`config.mk`:
```
export PLATFORM = sky130hd
export DESIGN_NAME = ifat_top
export DESIGN_NICKNAME = d
export VERILOG_FILES = /design/src/ifat_pkg.sv /design/src/ifat_range_check.sv /design/src/ifat_reset_pulse.sv /design/src/ifat_top.sv
export VERILOG_INCLUDE_DIRS = /design/src
export SDC_FILE = /design/constraint.sdc
export NUM_CORES = 1
export LEC_CHECK = 0
export BUFFER_PORTS_ARGS = -buffer_cell sky130_fd_sc_hd__buf_2
export CELL_PAD_IN_SITES_DETAIL_PLACEMENT = 2
export CELL_PAD_IN_SITES_GLOBAL_PLACEMENT = 2
export CORE_ASPECT_RATIO = 1.75
export CORE_MARGIN = 3
export CORE_UTILIZATION = 30
export CTS_CLUSTER_SIZE = 14
export DETAILED_ROUTE_END_ITERATION = 16
export PLACE_DENSITY_LB_ADDON = 0.1
export SLEW_MARGIN = 20
export SYNTH_ARGS = -nofsm -noshare
export SYNTH_HDL_FRONTEND = slang
export SYNTH_SLANG_ARGS = --single-unit
```
`constraint.sdc`:
```
create_clock -name CLK_SYS -period 4.85 [get_ports CLK_SYS]
set_clock_uncertainty 0.15 [all_clocks]
set_input_delay 0.97 -clock CLK_SYS [delete_from_list [all_inputs] [get_ports CLK_SYS]]
set_output_delay 0.97 -clock CLK_SYS [all_outputs]
set_load 0.005 [all_outputs]
```
`src/ifat_params.svh`:
```
// constants of the instruction fetch address trap block
// assumes inclusion by bare name from every design file that needs it
`ifndef IFAT_PARAMS_SVH
`define IFAT_PARAMS_SVH

// ----------------------------------------
// register map (byte addresses)
// ----------------------------------------
`define IFAT_ADDR_W 8
`define IFAT_OFS_CTRL1 8'h00
`define IFAT_OFS_CODE 8'h04
`define IFAT_OFS_STAT 8'h08
`define IFAT_OFS_MASK 8'h0c
`define IFAT_OFS_CFG 8'h10

// ----------------------------------------
// fields and values
// ----------------------------------------
`define IFAT_BIT_RAM_SEL 5
`define IFAT_BIT_ACTION 4
`define IFAT_WD_LSB 0
`define IFAT_WD_MSB 3
`define IFAT_CTRL1_RESET 8'h39
`define IFAT_CODE_AREA 8'hd2
`define IFAT_ST_NMI 0
`define IFAT_ST_RST 1
`define IFAT_ST_W 2
`define IFAT_RESP_OKAY 2'h0
`define IFAT_RESP_SLVERR 2'h2

// ----------------------------------------
// timing
// ----------------------------------------
`define IFAT_CLK_PERIOD_NS 20
`define IFAT_TRAP_FC_PERIODS 24
`define IFAT_FC_KHZ 16000

// ----------------------------------------
// address areas
// ----------------------------------------
`define IFAT_SFR_BASE 16'h0000
`define IFAT_SFR_LAST 16'h003f
`define IFAT_RAM_BASE 16'h0040
`define IFAT_RAM_LAST 16'h023f

`endif

```
`src/ifat_pkg.sv`:
```
// types shared by the address trap modules
// assumes nothing of its surroundings
package ifat_pkg;
  typedef enum logic {IFAT_RP_IDLE, IFAT_RP_HOLD} ifat_rp_state_type;
  typedef logic [1:0] ifat_resp_type;
endpackage

```
`src/ifat_range_check.sv`:
```
// classifies a fetch address into the register area and the internal ram
// assumes a 16-bit code address from the fetch stage on the same clock
`timescale 1ns/10ps
`include "ifat_params.svh"

module ifat_range_check #(
  parameter logic [15:0] SFR_BASE = `IFAT_SFR_BASE,
  parameter logic [15:0] SFR_LAST = `IFAT_SFR_LAST,
  parameter logic [15:0] RAM_BASE = `IFAT_RAM_BASE,
  parameter logic [15:0] RAM_LAST = `IFAT_RAM_LAST
)(
  input wire logic [15:0] addr,
  output logic sfr_hit,
  output logic ram_hit
);

  function automatic logic in_range(input logic [15:0] a, input logic [15:0] lo,
                                    input logic [15:0] hi);
    in_range = (a >= lo) && (a <= hi);
  endfunction

  if (SFR_LAST < SFR_BASE || RAM_LAST < RAM_BASE)
  begin : g_chk
    $error("ifat_range_check: area ends before it begins");
  end

  assign sfr_hit = in_range(addr, SFR_BASE, SFR_LAST);
  assign ram_hit = in_range(addr, RAM_BASE, RAM_LAST);

endmodule

```
`src/ifat_reset_pulse.sv`:
```
// stretches a trap into an internal hardware reset of a fixed length
// assumes start is a one-cycle pulse on the system clock
`timescale 1ns/10ps
`include "ifat_params.svh"

module ifat_reset_pulse #(
  parameter int CYCLES = 75
)(
  input wire logic clk,
  input wire logic nrst,
  input wire logic start,
  output logic rst_n_o,
  output logic busy
);

  ifat_pkg::ifat_rp_state_type state_ff;
  logic [12:0] cnt_ff;
  logic [12:0] low_cnt_ff;

  if (CYCLES < 1 || CYCLES > 4096)
  begin : g_chk
    $error("ifat_reset_pulse: CYCLES out of range");
  end

  assign busy = (state_ff == ifat_pkg::IFAT_RP_HOLD);

  // ----------------------------------------
  // hold counter
  // ----------------------------------------
  // bounded reset length
  always_ff @(posedge clk or negedge nrst)
  begin
    if (!nrst)
    begin
      state_ff <= ifat_pkg::IFAT_RP_IDLE;
      cnt_ff <= 13'h0000;
      rst_n_o <= 1'b1;
    end
    else
    begin
      unique case (state_ff)
        ifat_pkg::IFAT_RP_IDLE:
        begin
          if (start)
          begin
            state_ff <= ifat_pkg::IFAT_RP_HOLD;
            cnt_ff <= 13'(CYCLES - 1);
            rst_n_o <= 1'b0;
          end
        end
        ifat_pkg::IFAT_RP_HOLD:
        begin
          if (cnt_ff == 13'h0000)
          begin
            state_ff <= ifat_pkg::IFAT_RP_IDLE;
            rst_n_o <= 1'b1;
          end
          else
            cnt_ff <= cnt_ff - 13'h0001;
        end
      endcase
    end
  end

  // helper: length of the current low phase
  always_ff @(posedge clk or negedge nrst)
  begin
    if (!nrst)
      low_cnt_ff <= 13'h0000;
    else
      low_cnt_ff <= rst_n_o ? 13'h0000 : low_cnt_ff + 13'h0001;
  end
endmodule

```
`src/ifat_top.sv`:
```
// instruction fetch address trap with its axi4-lite register slave
// assumes fetch signals and nmi ack come from the cpu on CLK_SYS
`timescale 1ns/10ps
`include "ifat_params.svh"

// How it works
// ram select bit low lets code run from internal ram untrapped.
// new ram select value takes effect only after code d2h is written.
// any opcode fetch from the register area traps, always. The code ignores fetches while the trap reset is held.
// action bit picks response: 0 interrupt, 1 internal reset.
// action 0: register area or selected ram fetch raises the trap interrupt.
// trap interrupt is non-maskable, independent of the global enable flag.
// trap request is raised at once even while another interrupt is serviced.
// software sets the stack pointer first and avoids deep trap nesting.
// action 1: trapped fetch resets internal hardware for at most 24/fc.
// trap reset in low speed mode one restarts the high-speed oscillator.
// trap bits share the two watchdog control register addresses.
// code d2h arms the trap area; unknown codes do nothing.
// first control register is write-only; reads return don't-care (zero).
// only opcode fetches are checked; data accesses never trap.
module ifat_top #(
  parameter int FC_KHZ = `IFAT_FC_KHZ,
  parameter logic [15:0] SFR_BASE = `IFAT_SFR_BASE,
  parameter logic [15:0] SFR_LAST = `IFAT_SFR_LAST,
  parameter logic [15:0] RAM_BASE = `IFAT_RAM_BASE,
  parameter logic [15:0] RAM_LAST = `IFAT_RAM_LAST
)(
  input wire logic CLK_SYS,
  input wire logic NRST,
  input wire logic [`IFAT_ADDR_W-1:0] S_AXI_AWADDR,
  input wire logic S_AXI_AWVALID,
  output logic S_AXI_AWREADY,
  input wire logic [31:0] S_AXI_WDATA,
  input wire logic [3:0] S_AXI_WSTRB,
  input wire logic S_AXI_WVALID,
  output logic S_AXI_WREADY,
  output logic [1:0] S_AXI_BRESP,
  output logic S_AXI_BVALID,
  input wire logic S_AXI_BREADY,
  input wire logic [`IFAT_ADDR_W-1:0] S_AXI_ARADDR,
  input wire logic S_AXI_ARVALID,
  output logic S_AXI_ARREADY,
  output logic [31:0] S_AXI_RDATA,
  output logic [1:0] S_AXI_RRESP,
  output logic S_AXI_RVALID,
  input wire logic S_AXI_RREADY,
  input wire logic FETCH_VALID,
  input wire logic FETCH_OPCODE,
  input wire logic [15:0] FETCH_ADDR,
  input wire logic NMI_ACK,
  input wire logic LOW_SPEED_MODE_ONE,
  output logic FETCH_TRAP_INTERRUPT,
  output logic TRAP_RESET_N,
  output logic HF_OSC_RESTART,
  output logic [3:0] GUARD_WD_FIELDS,
  output logic IRQ
);

  localparam int TRAP_RST_NS = (`IFAT_TRAP_FC_PERIODS * 1_000_000) / FC_KHZ;
  localparam int TRAP_RST_CYC_RAW = TRAP_RST_NS / `IFAT_CLK_PERIOD_NS;
  localparam int TRAP_RST_CYC = (TRAP_RST_CYC_RAW < 1) ? 1 : TRAP_RST_CYC_RAW;
  // a literal cannot be bit-selected, so the reset image is held as a constant
  localparam logic [7:0] CTRL1_RST = `IFAT_CTRL1_RESET;

  if (FC_KHZ < 1)
  begin : g_chk
    $error("ifat_top: FC_KHZ must be positive");
  end

  function automatic logic is_mapped(input logic [`IFAT_ADDR_W-1:0] a);
    is_mapped = (a == `IFAT_OFS_CTRL1) || (a == `IFAT_OFS_CODE) ||
                (a == `IFAT_OFS_STAT) || (a == `IFAT_OFS_MASK) ||
                (a == `IFAT_OFS_CFG);
  endfunction

  // ----------------------------------------
  // axi4-lite write channel
  // ----------------------------------------
  logic aw_got_ff, w_got_ff, bvalid_ff, awready_ff, wready_ff;
  logic [`IFAT_ADDR_W-1:0] awaddr_ff;
  logic [31:0] wdata_ff;
  logic [3:0] wstrb_ff;
  logic [1:0] bresp_ff;
  wire aw_hs = S_AXI_AWVALID & awready_ff;
  wire w_hs = S_AXI_WVALID & wready_ff;
  wire wr_fire = aw_got_ff & w_got_ff & !bvalid_ff;
  wire nxt_bvalid = wr_fire | (bvalid_ff & !S_AXI_BREADY);
  wire nxt_aw_got = (aw_got_ff | aw_hs) & !wr_fire;
  wire nxt_w_got = (w_got_ff | w_hs) & !wr_fire;
  wire [`IFAT_ADDR_W-1:0] wa = {awaddr_ff[`IFAT_ADDR_W-1:2], 2'h0};
  wire wr_lane = wr_fire & wstrb_ff[0];
  wire wr_ctrl1 = wr_lane & (wa == `IFAT_OFS_CTRL1);
  wire wr_code = wr_lane & (wa == `IFAT_OFS_CODE);
  wire wr_mask = wr_lane & (wa == `IFAT_OFS_MASK);
  wire [7:0] wbyte = wdata_ff[7:0];

  always_ff @(posedge CLK_SYS or negedge NRST)
  begin
    if (!NRST)
    begin
      aw_got_ff <= 1'b0;
      w_got_ff <= 1'b0;
      bvalid_ff <= 1'b0;
      awready_ff <= 1'b0;
      wready_ff <= 1'b0;
      bresp_ff <= `IFAT_RESP_OKAY;
    end
    else
    begin
      aw_got_ff <= nxt_aw_got;
      w_got_ff <= nxt_w_got;
      bvalid_ff <= nxt_bvalid;
      awready_ff <= !nxt_aw_got & !nxt_bvalid;
      wready_ff <= !nxt_w_got & !nxt_bvalid;
      if (wr_fire)
        bresp_ff <= is_mapped(wa) ? `IFAT_RESP_OKAY : `IFAT_RESP_SLVERR;
    end
  end

  always_ff @(posedge CLK_SYS or negedge NRST)
  begin
    if (!NRST)
    begin
      awaddr_ff <= '0;
      wdata_ff <= 32'h0000_0000;
      wstrb_ff <= 4'h0;
    end
    else
    begin
      if (aw_hs)
        awaddr_ff <= S_AXI_AWADDR;
      if (w_hs)
      begin
        wdata_ff <= S_AXI_WDATA;
        wstrb_ff <= S_AXI_WSTRB;
      end
    end
  end

  assign S_AXI_AWREADY = awready_ff;
  assign S_AXI_WREADY = wready_ff;
  assign S_AXI_BVALID = bvalid_ff;
  assign S_AXI_BRESP = bresp_ff;

  // ----------------------------------------
  // shared control registers
  // ----------------------------------------
  logic pend_ram_sel_ff, act_ram_sel_ff, action_ff;
  logic [3:0] wd_fields_ff;
  // commit of the pending ram select
  wire code_commit = wr_code & (wbyte == `IFAT_CODE_AREA);

  // trap bits and watchdog fields share one write
  always_ff @(posedge CLK_SYS or negedge NRST)
  begin
    if (!NRST)
    begin
      pend_ram_sel_ff <= CTRL1_RST[`IFAT_BIT_RAM_SEL];
      act_ram_sel_ff <= CTRL1_RST[`IFAT_BIT_RAM_SEL];
      action_ff <= CTRL1_RST[`IFAT_BIT_ACTION];
      wd_fields_ff <= CTRL1_RST[`IFAT_WD_MSB:`IFAT_WD_LSB];
    end
    else
    begin
      if (wr_ctrl1)
      begin
        pend_ram_sel_ff <= wbyte[`IFAT_BIT_RAM_SEL];
        action_ff <= wbyte[`IFAT_BIT_ACTION];
        wd_fields_ff <= wbyte[`IFAT_WD_MSB:`IFAT_WD_LSB];
      end
      // only the area code acts here
      if (code_commit)
        act_ram_sel_ff <= pend_ram_sel_ff;
    end
  end

  assign GUARD_WD_FIELDS = wd_fields_ff;

  // ----------------------------------------
  // fetch check
  // ----------------------------------------
  logic sfr_hit, ram_hit, rst_busy;
  ifat_range_check #(
    .SFR_BASE(SFR_BASE),
    .SFR_LAST(SFR_LAST),
    .RAM_BASE(RAM_BASE),
    .RAM_LAST(RAM_LAST)
  ) u_range (
    .addr(FETCH_ADDR),
    .sfr_hit(sfr_hit),
    .ram_hit(ram_hit)
  );

  // opcode fetches only; fetches during the trap reset are void
  wire op_fetch = FETCH_VALID & FETCH_OPCODE & !rst_busy;
  // register area traps whatever the ram select, ram only when selected
  wire trap_now = op_fetch & (sfr_hit | (ram_hit & act_ram_sel_ff));
  // action bit steers the response
  wire trap_irq = trap_now & !action_ff;
  wire trap_rst = trap_now & action_ff;

  // ----------------------------------------
  // trap responses
  // ----------------------------------------
  logic nmi_ff, osc_ff;
  // raised at once, no enable or in-service gating
  always_ff @(posedge CLK_SYS or negedge NRST)
  begin
    if (!NRST)
      nmi_ff <= 1'b0;
    else
      nmi_ff <= trap_irq | (nmi_ff & !NMI_ACK);
  end

  // oscillator restart alongside a low speed trap reset
  always_ff @(posedge CLK_SYS or negedge NRST)
  begin
    if (!NRST)
      osc_ff <= 1'b0;
    else
      osc_ff <= trap_rst & LOW_SPEED_MODE_ONE;
  end

  // reset stretched to the fc-derived length
  ifat_reset_pulse #(
    .CYCLES(TRAP_RST_CYC)
  ) u_rst (
    .clk(CLK_SYS),
    .nrst(NRST),
    .start(trap_rst),
    .rst_n_o(TRAP_RESET_N),
    .busy(rst_busy)
  );

  assign FETCH_TRAP_INTERRUPT = nmi_ff;
  assign HF_OSC_RESTART = osc_ff;

  // ----------------------------------------
  // status, mask and interrupt line
  // ----------------------------------------
  logic [`IFAT_ST_W-1:0] status_ff, mask_ff;
  logic irq_ff;
  wire [`IFAT_ST_W-1:0] st_set = {trap_rst, trap_irq};
  wire ar_hs;
  wire [`IFAT_ADDR_W-1:0] ra = {S_AXI_ARADDR[`IFAT_ADDR_W-1:2], 2'h0};
  wire st_clr = ar_hs & (ra == `IFAT_OFS_STAT);
  // a set in the clearing cycle survives the read
  wire [`IFAT_ST_W-1:0] nxt_status = (status_ff & {`IFAT_ST_W{!st_clr}}) | st_set;

  always_ff @(posedge CLK_SYS or negedge NRST)
  begin
    if (!NRST)
    begin
      status_ff <= '0;
      mask_ff <= '0;
      irq_ff <= 1'b0;
    end
    else
    begin
      status_ff <= nxt_status;
      if (wr_mask)
        mask_ff <= wbyte[`IFAT_ST_W-1:0];
      irq_ff <= |(nxt_status & (wr_mask ? wbyte[`IFAT_ST_W-1:0] : mask_ff));
    end
  end

  assign IRQ = irq_ff;

  // ----------------------------------------
  // axi4-lite read channel
  // ----------------------------------------
  logic rvalid_ff, arready_ff;
  logic [31:0] rdata_ff;
  logic [1:0] rresp_ff;
  assign ar_hs = S_AXI_ARVALID & arready_ff;
  wire nxt_rvalid = ar_hs | (rvalid_ff & !S_AXI_RREADY);
  wire [31:0] cfg_word = {29'h0000_0000, action_ff, pend_ram_sel_ff, act_ram_sel_ff};
  // write-only control and code registers read as zero
  wire [31:0] rd_mux =
    (ra == `IFAT_OFS_STAT) ? {{(32-`IFAT_ST_W){1'b0}}, status_ff} :
    (ra == `IFAT_OFS_MASK) ? {{(32-`IFAT_ST_W){1'b0}}, mask_ff} :
    (ra == `IFAT_OFS_CFG) ? cfg_word : 32'h0000_0000;

  always_ff @(posedge CLK_SYS or negedge NRST)
  begin
    if (!NRST)
    begin
      rvalid_ff <= 1'b0;
      arready_ff <= 1'b0;
      rdata_ff <= 32'h0000_0000;
      rresp_ff <= `IFAT_RESP_OKAY;
    end
    else
    begin
      rvalid_ff <= nxt_rvalid;
      arready_ff <= !nxt_rvalid;
      if (ar_hs)
      begin
        rdata_ff <= rd_mux;
        rresp_ff <= is_mapped(ra) ? `IFAT_RESP_OKAY : `IFAT_RESP_SLVERR;
      end
    end
  end

  assign S_AXI_ARREADY = arready_ff;
  assign S_AXI_RVALID = rvalid_ff;
  assign S_AXI_RDATA = rdata_ff;
  assign S_AXI_RRESP = rresp_ff;
endmodule

```
Word level (Yosys, flattened, before mapping)
Index checks and enable logic that the tools add are counted.
W data, S select, Z words.
{"block": "totals", "reg_bits": 89, "inputBits": 79, "elab_cells": 120, "out_inout_bits": 49}
{"block": "classes", "n_addsub": 1, "n_eq_ne": 12, "magnitude_cmp": 4, "n_mux": 15, "reduce_logical": 28, "bitwise_logic": 35}
{"operator": "$mux W13", "n": 2}
{"operator": "$pmux W13 S2", "n": 1}
{"operator": "$and A1 B1 Y1", "n": 25}
{"operator": "$eq A6 B2 Y1 const B", "n": 4}
{"operator": "$ge A16 B1 Y1 const B", "n": 1}
{"operator": "$ge A16 B7 Y1 const B", "n": 1}
{"operator": "$le A16 B10 Y1 const B", "n": 1}
{"operator": "$le A16 B6 Y1 const B", "n": 1}
{"operator": "$logic_not A8 Y1", "n": 2}
{"operator": "$logic_not A13 Y1", "n": 1}
{"operator": "$sub A13 B1 Y13 const B", "n": 1}
{"operator": "$eq A6 B1 Y1 const B", "n": 2}
{"operator": "$eq A6 B3 Y1 const B", "n": 2}
{"operator": "$logic_not A1 Y1", "n": 12}
{"operator": "$mux W3", "n": 3}
{"operator": "$eq A8 B8 Y1 const B", "n": 1}
{"operator": "$logic_or A1 B1 Y1", "n": 8}
{"operator": "$mux W2", "n": 3}
{"operator": "$ne A2 B2 Y1 const B", "n": 3}
{"operator": "$or A1 B1 Y1", "n": 6}
{"operator": "$and A2 B2 Y2", "n": 2}
{"operator": "$mux W1", "n": 4}
{"operator": "$pmux W1 S2", "n": 2}
{"operator": "$reduce_and A2 Y1", "n": 2}
{"operator": "other kinds (4)", "n": 5}

Longest topological paths before layout
{"block": "depth", "word_depth": 9, "mapped_depth": 6, "ltp_nobuf": 6}

Modules after synthesis
From an unflattened synthesis, not the netlist that was laid out.
{"block": "unflattened", "hier_cells": 253, "hier_area_um2": 2831.5}
{"mod": "ifat_top", "area_per_inst_um2": 1925.6, "cells_each": 161, "n_inst": 1, "seq_area_each_um2": 1032.2}
{"mod": "ifat_reset_pulse", "area_per_inst_um2": 853.3, "cells_each": 86, "n_inst": 1, "seq_area_each_um2": 376.6}
{"mod": "ifat_range_check", "area_per_inst_um2": 52.6, "cells_each": 6, "n_inst": 1, "seq_area_each_um2": 0.0}

Least setup slack after synthesis
No wires, ideal clock.
{"block": "synth_timing", "path_kind": "input-to-reg", "startpoint": "in FETCH_ADDR[15]", "endpoint": "reg u_rst.cnt_ff[12]", "path_stages": 4, "setup_time_ps": 146, "setup_slack_ps": 2466, "arrival_time_ps": 2088, "t_required_ps": 4554, "cell_sequence": "nor4_1 nand3_1 nor4_2 nor2_1"}
{"block": "synth_via", "elab_chain_len": 8, "elab_cells_between_ends": 12, "classes_between": "4 x order compare; 1 x eq/ne; 4 x bitwise; 3 x reduce/logical"}
{"element": "start: declaration", "line": "ifat_top.sv:49", "rtl": "input wire logic [15:0] FETCH_ADDR,"}
{"element": "$ge A16 B7 Y1 / $le A16 B10 Y1 (equally long branches)", "line": "ifat_range_check.sv:19", "rtl": "in_range = (a >= lo) && (a <= hi);"}
{"element": "$logic_and A1 B1 Y1", "line": "ifat_range_check.sv:19"}
{"element": "$and A1 B1 Y1", "line": "ifat_top.sv:197", "rtl": "wire trap_now = op_fetch & (sfr_hit | (ram_hit & act_ram_sel_ff));"}
{"element": "$or A1 B1 Y1 *", "line": "ifat_top.sv:197"}
{"element": "$and A1 B1 Y1 *", "line": "ifat_top.sv:197"}
{"element": "$and A1 B1 Y1 *", "line": "ifat_top.sv:200", "rtl": "wire trap_rst = trap_now & action_ff;"}
{"element": "$ne A2 B2 Y1 (no line) *"}
{"element": "$reduce_and A2 Y1 (no line) *"}
{"element": "end signal: assignment", "line": "ifat_reset_pulse.sv:47", "rtl": "cnt_ff <= 13'(CYCLES - 1);"}
{"element": "end signal: assignment", "line": "ifat_reset_pulse.sv:59", "rtl": "cnt_ff <= cnt_ff - 13'h0001;"}
{"element": "end: declaration", "line": "ifat_reset_pulse.sv:17", "rtl": "logic [12:0] cnt_ff;"}
Every way passes the cells marked *; elsewhere a longest branch is shown, timed or not.
A chain may end at the register's enable or synchronous reset.

Worst setup path in the final report
{"block": "layout_timing", "startpoint": "in FETCH_ADDR[15]", "endpoint": "reg u_rst.cnt_ff[4]"}
The elaborated chain is that of the path after synthesis.

==> results.md <==
- Status: finished clean
- Seq cells post-synth: between 50 and 60
- Worst setup SP type: input port
- I/O Pins: 128
- Synth top cells by count: 50 x dfrtp_1, 32 x buf_4, 22 x mux2_2, 19 x nand2_1, 12 x inv_1
- Final Hold Vio Count: 0
- CTS root buffer: clkbuf_16
- CTS tree: done
- Crit path arrival time: around 2700 ps
- Row cnt: 45
- Worst skew pair latency: approximately 300 ps
- Final Total Pwr: around 1.3 mW
- Gate Count Post-Synth: 255
- Tot GR Track Use: 15.0%
- Synth area leaders: dfrtp_1 45%, mux2_2 8.9%, buf_4 8.7%
- Hold Path Origin: aw_got_ff
- Post-synth EDFFs: 0
- Avg Vias per Cell: approximately 4.8
- Via Count: 2070
- Hold EP: S_AXI_AWREADY
- First DRT Iteration DRCs: just under 70
- Top cell type's share of synthesized area: a little under half
- CTS Buf Count: 5
- First-pass GRT wire length: between 10000 and 15000 um
- CP max stage cell: nor4_2
- Die Y: roughly 130 um
- Worst r2r dst: u_rst.cnt_ff[5]
- Gr ovfl total: 0
- Yosys Warn Count: 0
- Reg2Reg Setup Slack: 2390 ps
- Initial DRT Pass Iterations: 4
- Endpoint class of the critical path: flip-flop
- Crit Path Class: in -> reg
- Crit share post-route: 55.8%
- Async SR Flop Fraction: 100%
- Largest fanout on the critical path: 9
- Type of the tightest min-delay check: reg -> reg
- Die area: ~10000 um^2
- Final wirelength: around 7200 um
- Share of the yosys chip area belonging to registers: about half
- Cts-stage hold buffer count: 0
- Number of clock sinks: 56
- Max-Cap Viols: 0
- Slowest stage delay, CP: 790 ps
- Final core utilization: between 30% and 40%
- Worst-path clk slew: 70 ps
- H-tree levels: 2
- Leading register cell type out of synthesis: dfrtp_1
- Syn Area/Cell: 10.9 um^2
- Setup bufs post-CTS: 0
- Fin Setup TNS: 0 ps
- Layout area overhead: 16.6%
- Number of global-route vias before repair: around 2.3k
- Longest Clk Path Bufs: 2
- Core area: about 8800 um^2
- Port Buffers: 59
- Pwr dens: 413 nW/um^2
- Leakage: between 1 and 1.5 nW
- Detail Route Antenna Nets: 0
- Synthesized area: 2770 um^2
- Peak supply drop: around 220 uV
- Worst R2R Start: u_rst.cnt_ff[0]
- Synth cell types: 47
- Unrepaired setup endpoints after global routing: false
- Gpl congestion: around 0.73
- Most used standard cell by instance count after synthesis: dfrtp_1
- Worst-Margin Slew: around 900 ps
- Crit path from: FETCH_ADDR[15]
- Slew headroom: between 30% and 40%
- CP Cell Sequence: buf_2, nor4_1, nand3_1, nor4_2, nor2_1
- DP HPWL: 5640 um
- Initial antenna violation count: 0
- Pins Over Slew Limit: 0
- Reg2reg path depth: 6
- Drt wl/cell: approximately 17 um
- N_diodes: 0
- Setup violations, final: 0
- Max Fclk: 0.370 GHz
- Hold Crit Depth: 1
- Layout cells sized above 1: 31.1%
- Post-CTS sizing: 0
- Chip width: slightly below 80 um
- Initial Util: 31.4%
- Layout net count: just under 400
- Largest net degree at the start of global routing: 57
- Min Tclk post-route: between 2000 and 3000 ps
- Synth area leader: dfrtp_1
- Critical Path RT: between 4000 and 5000 ps
- # DRC: 0
## metrics by stage
step	std cells	hold WS, ps	area (um^2)	setup WS (ps)
after floorplan	285	277	2890	2470
after global placement	427	300	3080	1710
after detailed placement	427	307	3080	1690
after CTS	435	317	3230	2010
after global routing	435	368	3230	1840
final	435	319	3230	2140
## layer usage
metal / vias up / part of all wire [%] / track usage [%]
met3: 8 / 3.9 / 2.23
met5: - / 0 / 0
met1: 1041 / 36 / 16.0
met2: 47 / 58 / 28.5
li1: 974 / - / -
met4: 0 / 1.7 / 5.84
## worst max-delay path by stage
stage | depth (start not counted) | endpoint | slack [ps]
after global placement | 5 | u_rst.cnt_ff[4] | 1710
after CTS | 5 | u_rst.cnt_ff[12] | 2010
after detailed placement | 5 | u_rst.cnt_ff[8] | 1690
after global routing | 5 | u_rst.cnt_ff[4] | 1840
final | 5 | u_rst.cnt_ff[4] | 2140
after floorplan | 4 | u_rst.cnt_ff[12] | 2470
## critical path, delay by kind of cell
| family | cells | cell delay, ps |
|---|---|---|
| simple gates | 4 | 1640 |
| buf+inv | 1 | 90 |
## flip-flops by register name, summed over array words and instances, names as in the netlist, 2 cells and up
| register | flops |
|---|---|
| awaddr_ff | 6 |
| GUARD_WD_FIELDS | 4 |
| status_ff | 2 |
| wdata_ff | 8 |
| mask_ff | 2 |
| u_rst.cnt_ff | 13 |
| S_AXI_RDATA | 3 |
## layout by cell type, fill, tap and decap left out, types with 3 or more instances in the layout
| cell type | instances |
|---|---|
| buf_2 | 59 |
| nor3_1 | 4 |
| o31ai_1 | 9 |
| or3_1 | 6 |
| a21oi_1 | 11 |
| nand2_1 | 19 |
| nor2_1 | 10 |
| o21ai_0 | 11 |
| or4_1 | 9 |
| inv_1 | 12 |
| nor2b_1 | 4 |
| dfstp_2 | 6 |
| dfrtp_1 | 50 |
| nor4_1 | 3 |
| mux2i_1 | 5 |
| conb_1 | 31 |
| mux2_2 | 22 |
| clkbuf_16 | 5 |
| and3_1 | 3 |
## report_power, final
| group | internal (mW) | leakage [nW] | switching, mW |
|---|---|---|---|
| clock | 0.206 | 0.0701 | 0.167 |
| sequential | 0.593 | 0.656 | 0.0977 |
| combinational | 0.149 | 0.740 | 0.122 |
| total | 0.948 | 1.47 | 0.387 |
## layout make-up
| type | instances | area (um^2) |
|---|---|---|
| tap | 117 | 146 |
| clock buffer | 7 | 143 |
| multi-input combinational | 182 | 1180 |
| sequential | 56 | 1410 |
| fill | 1000 | 5610 |
| clock inverter | 1 | 7.51 |
| timing repair buffer | 60 | 303 |
| inverter | 12 | 45.0 |
## cell families (layout without fill, tap and decap cells)
logic type                 count (synthesis)  count (layout)  synth area share, %
DFF                                       56              56                 50.8
AOI/OAI and AO/OA                         45              45                 10.6
adders and majority gates                  1               1                0.451
buffers and inverters                     47              80                 10.7
other                                      1              31                0.135
and+or+nand+nor                           76              76                 15.9
xor gates and xnor gates                   2               2                0.632
muxes                                     27              27                 10.7
No activity file was read; power rests on OpenSTA's default activity.
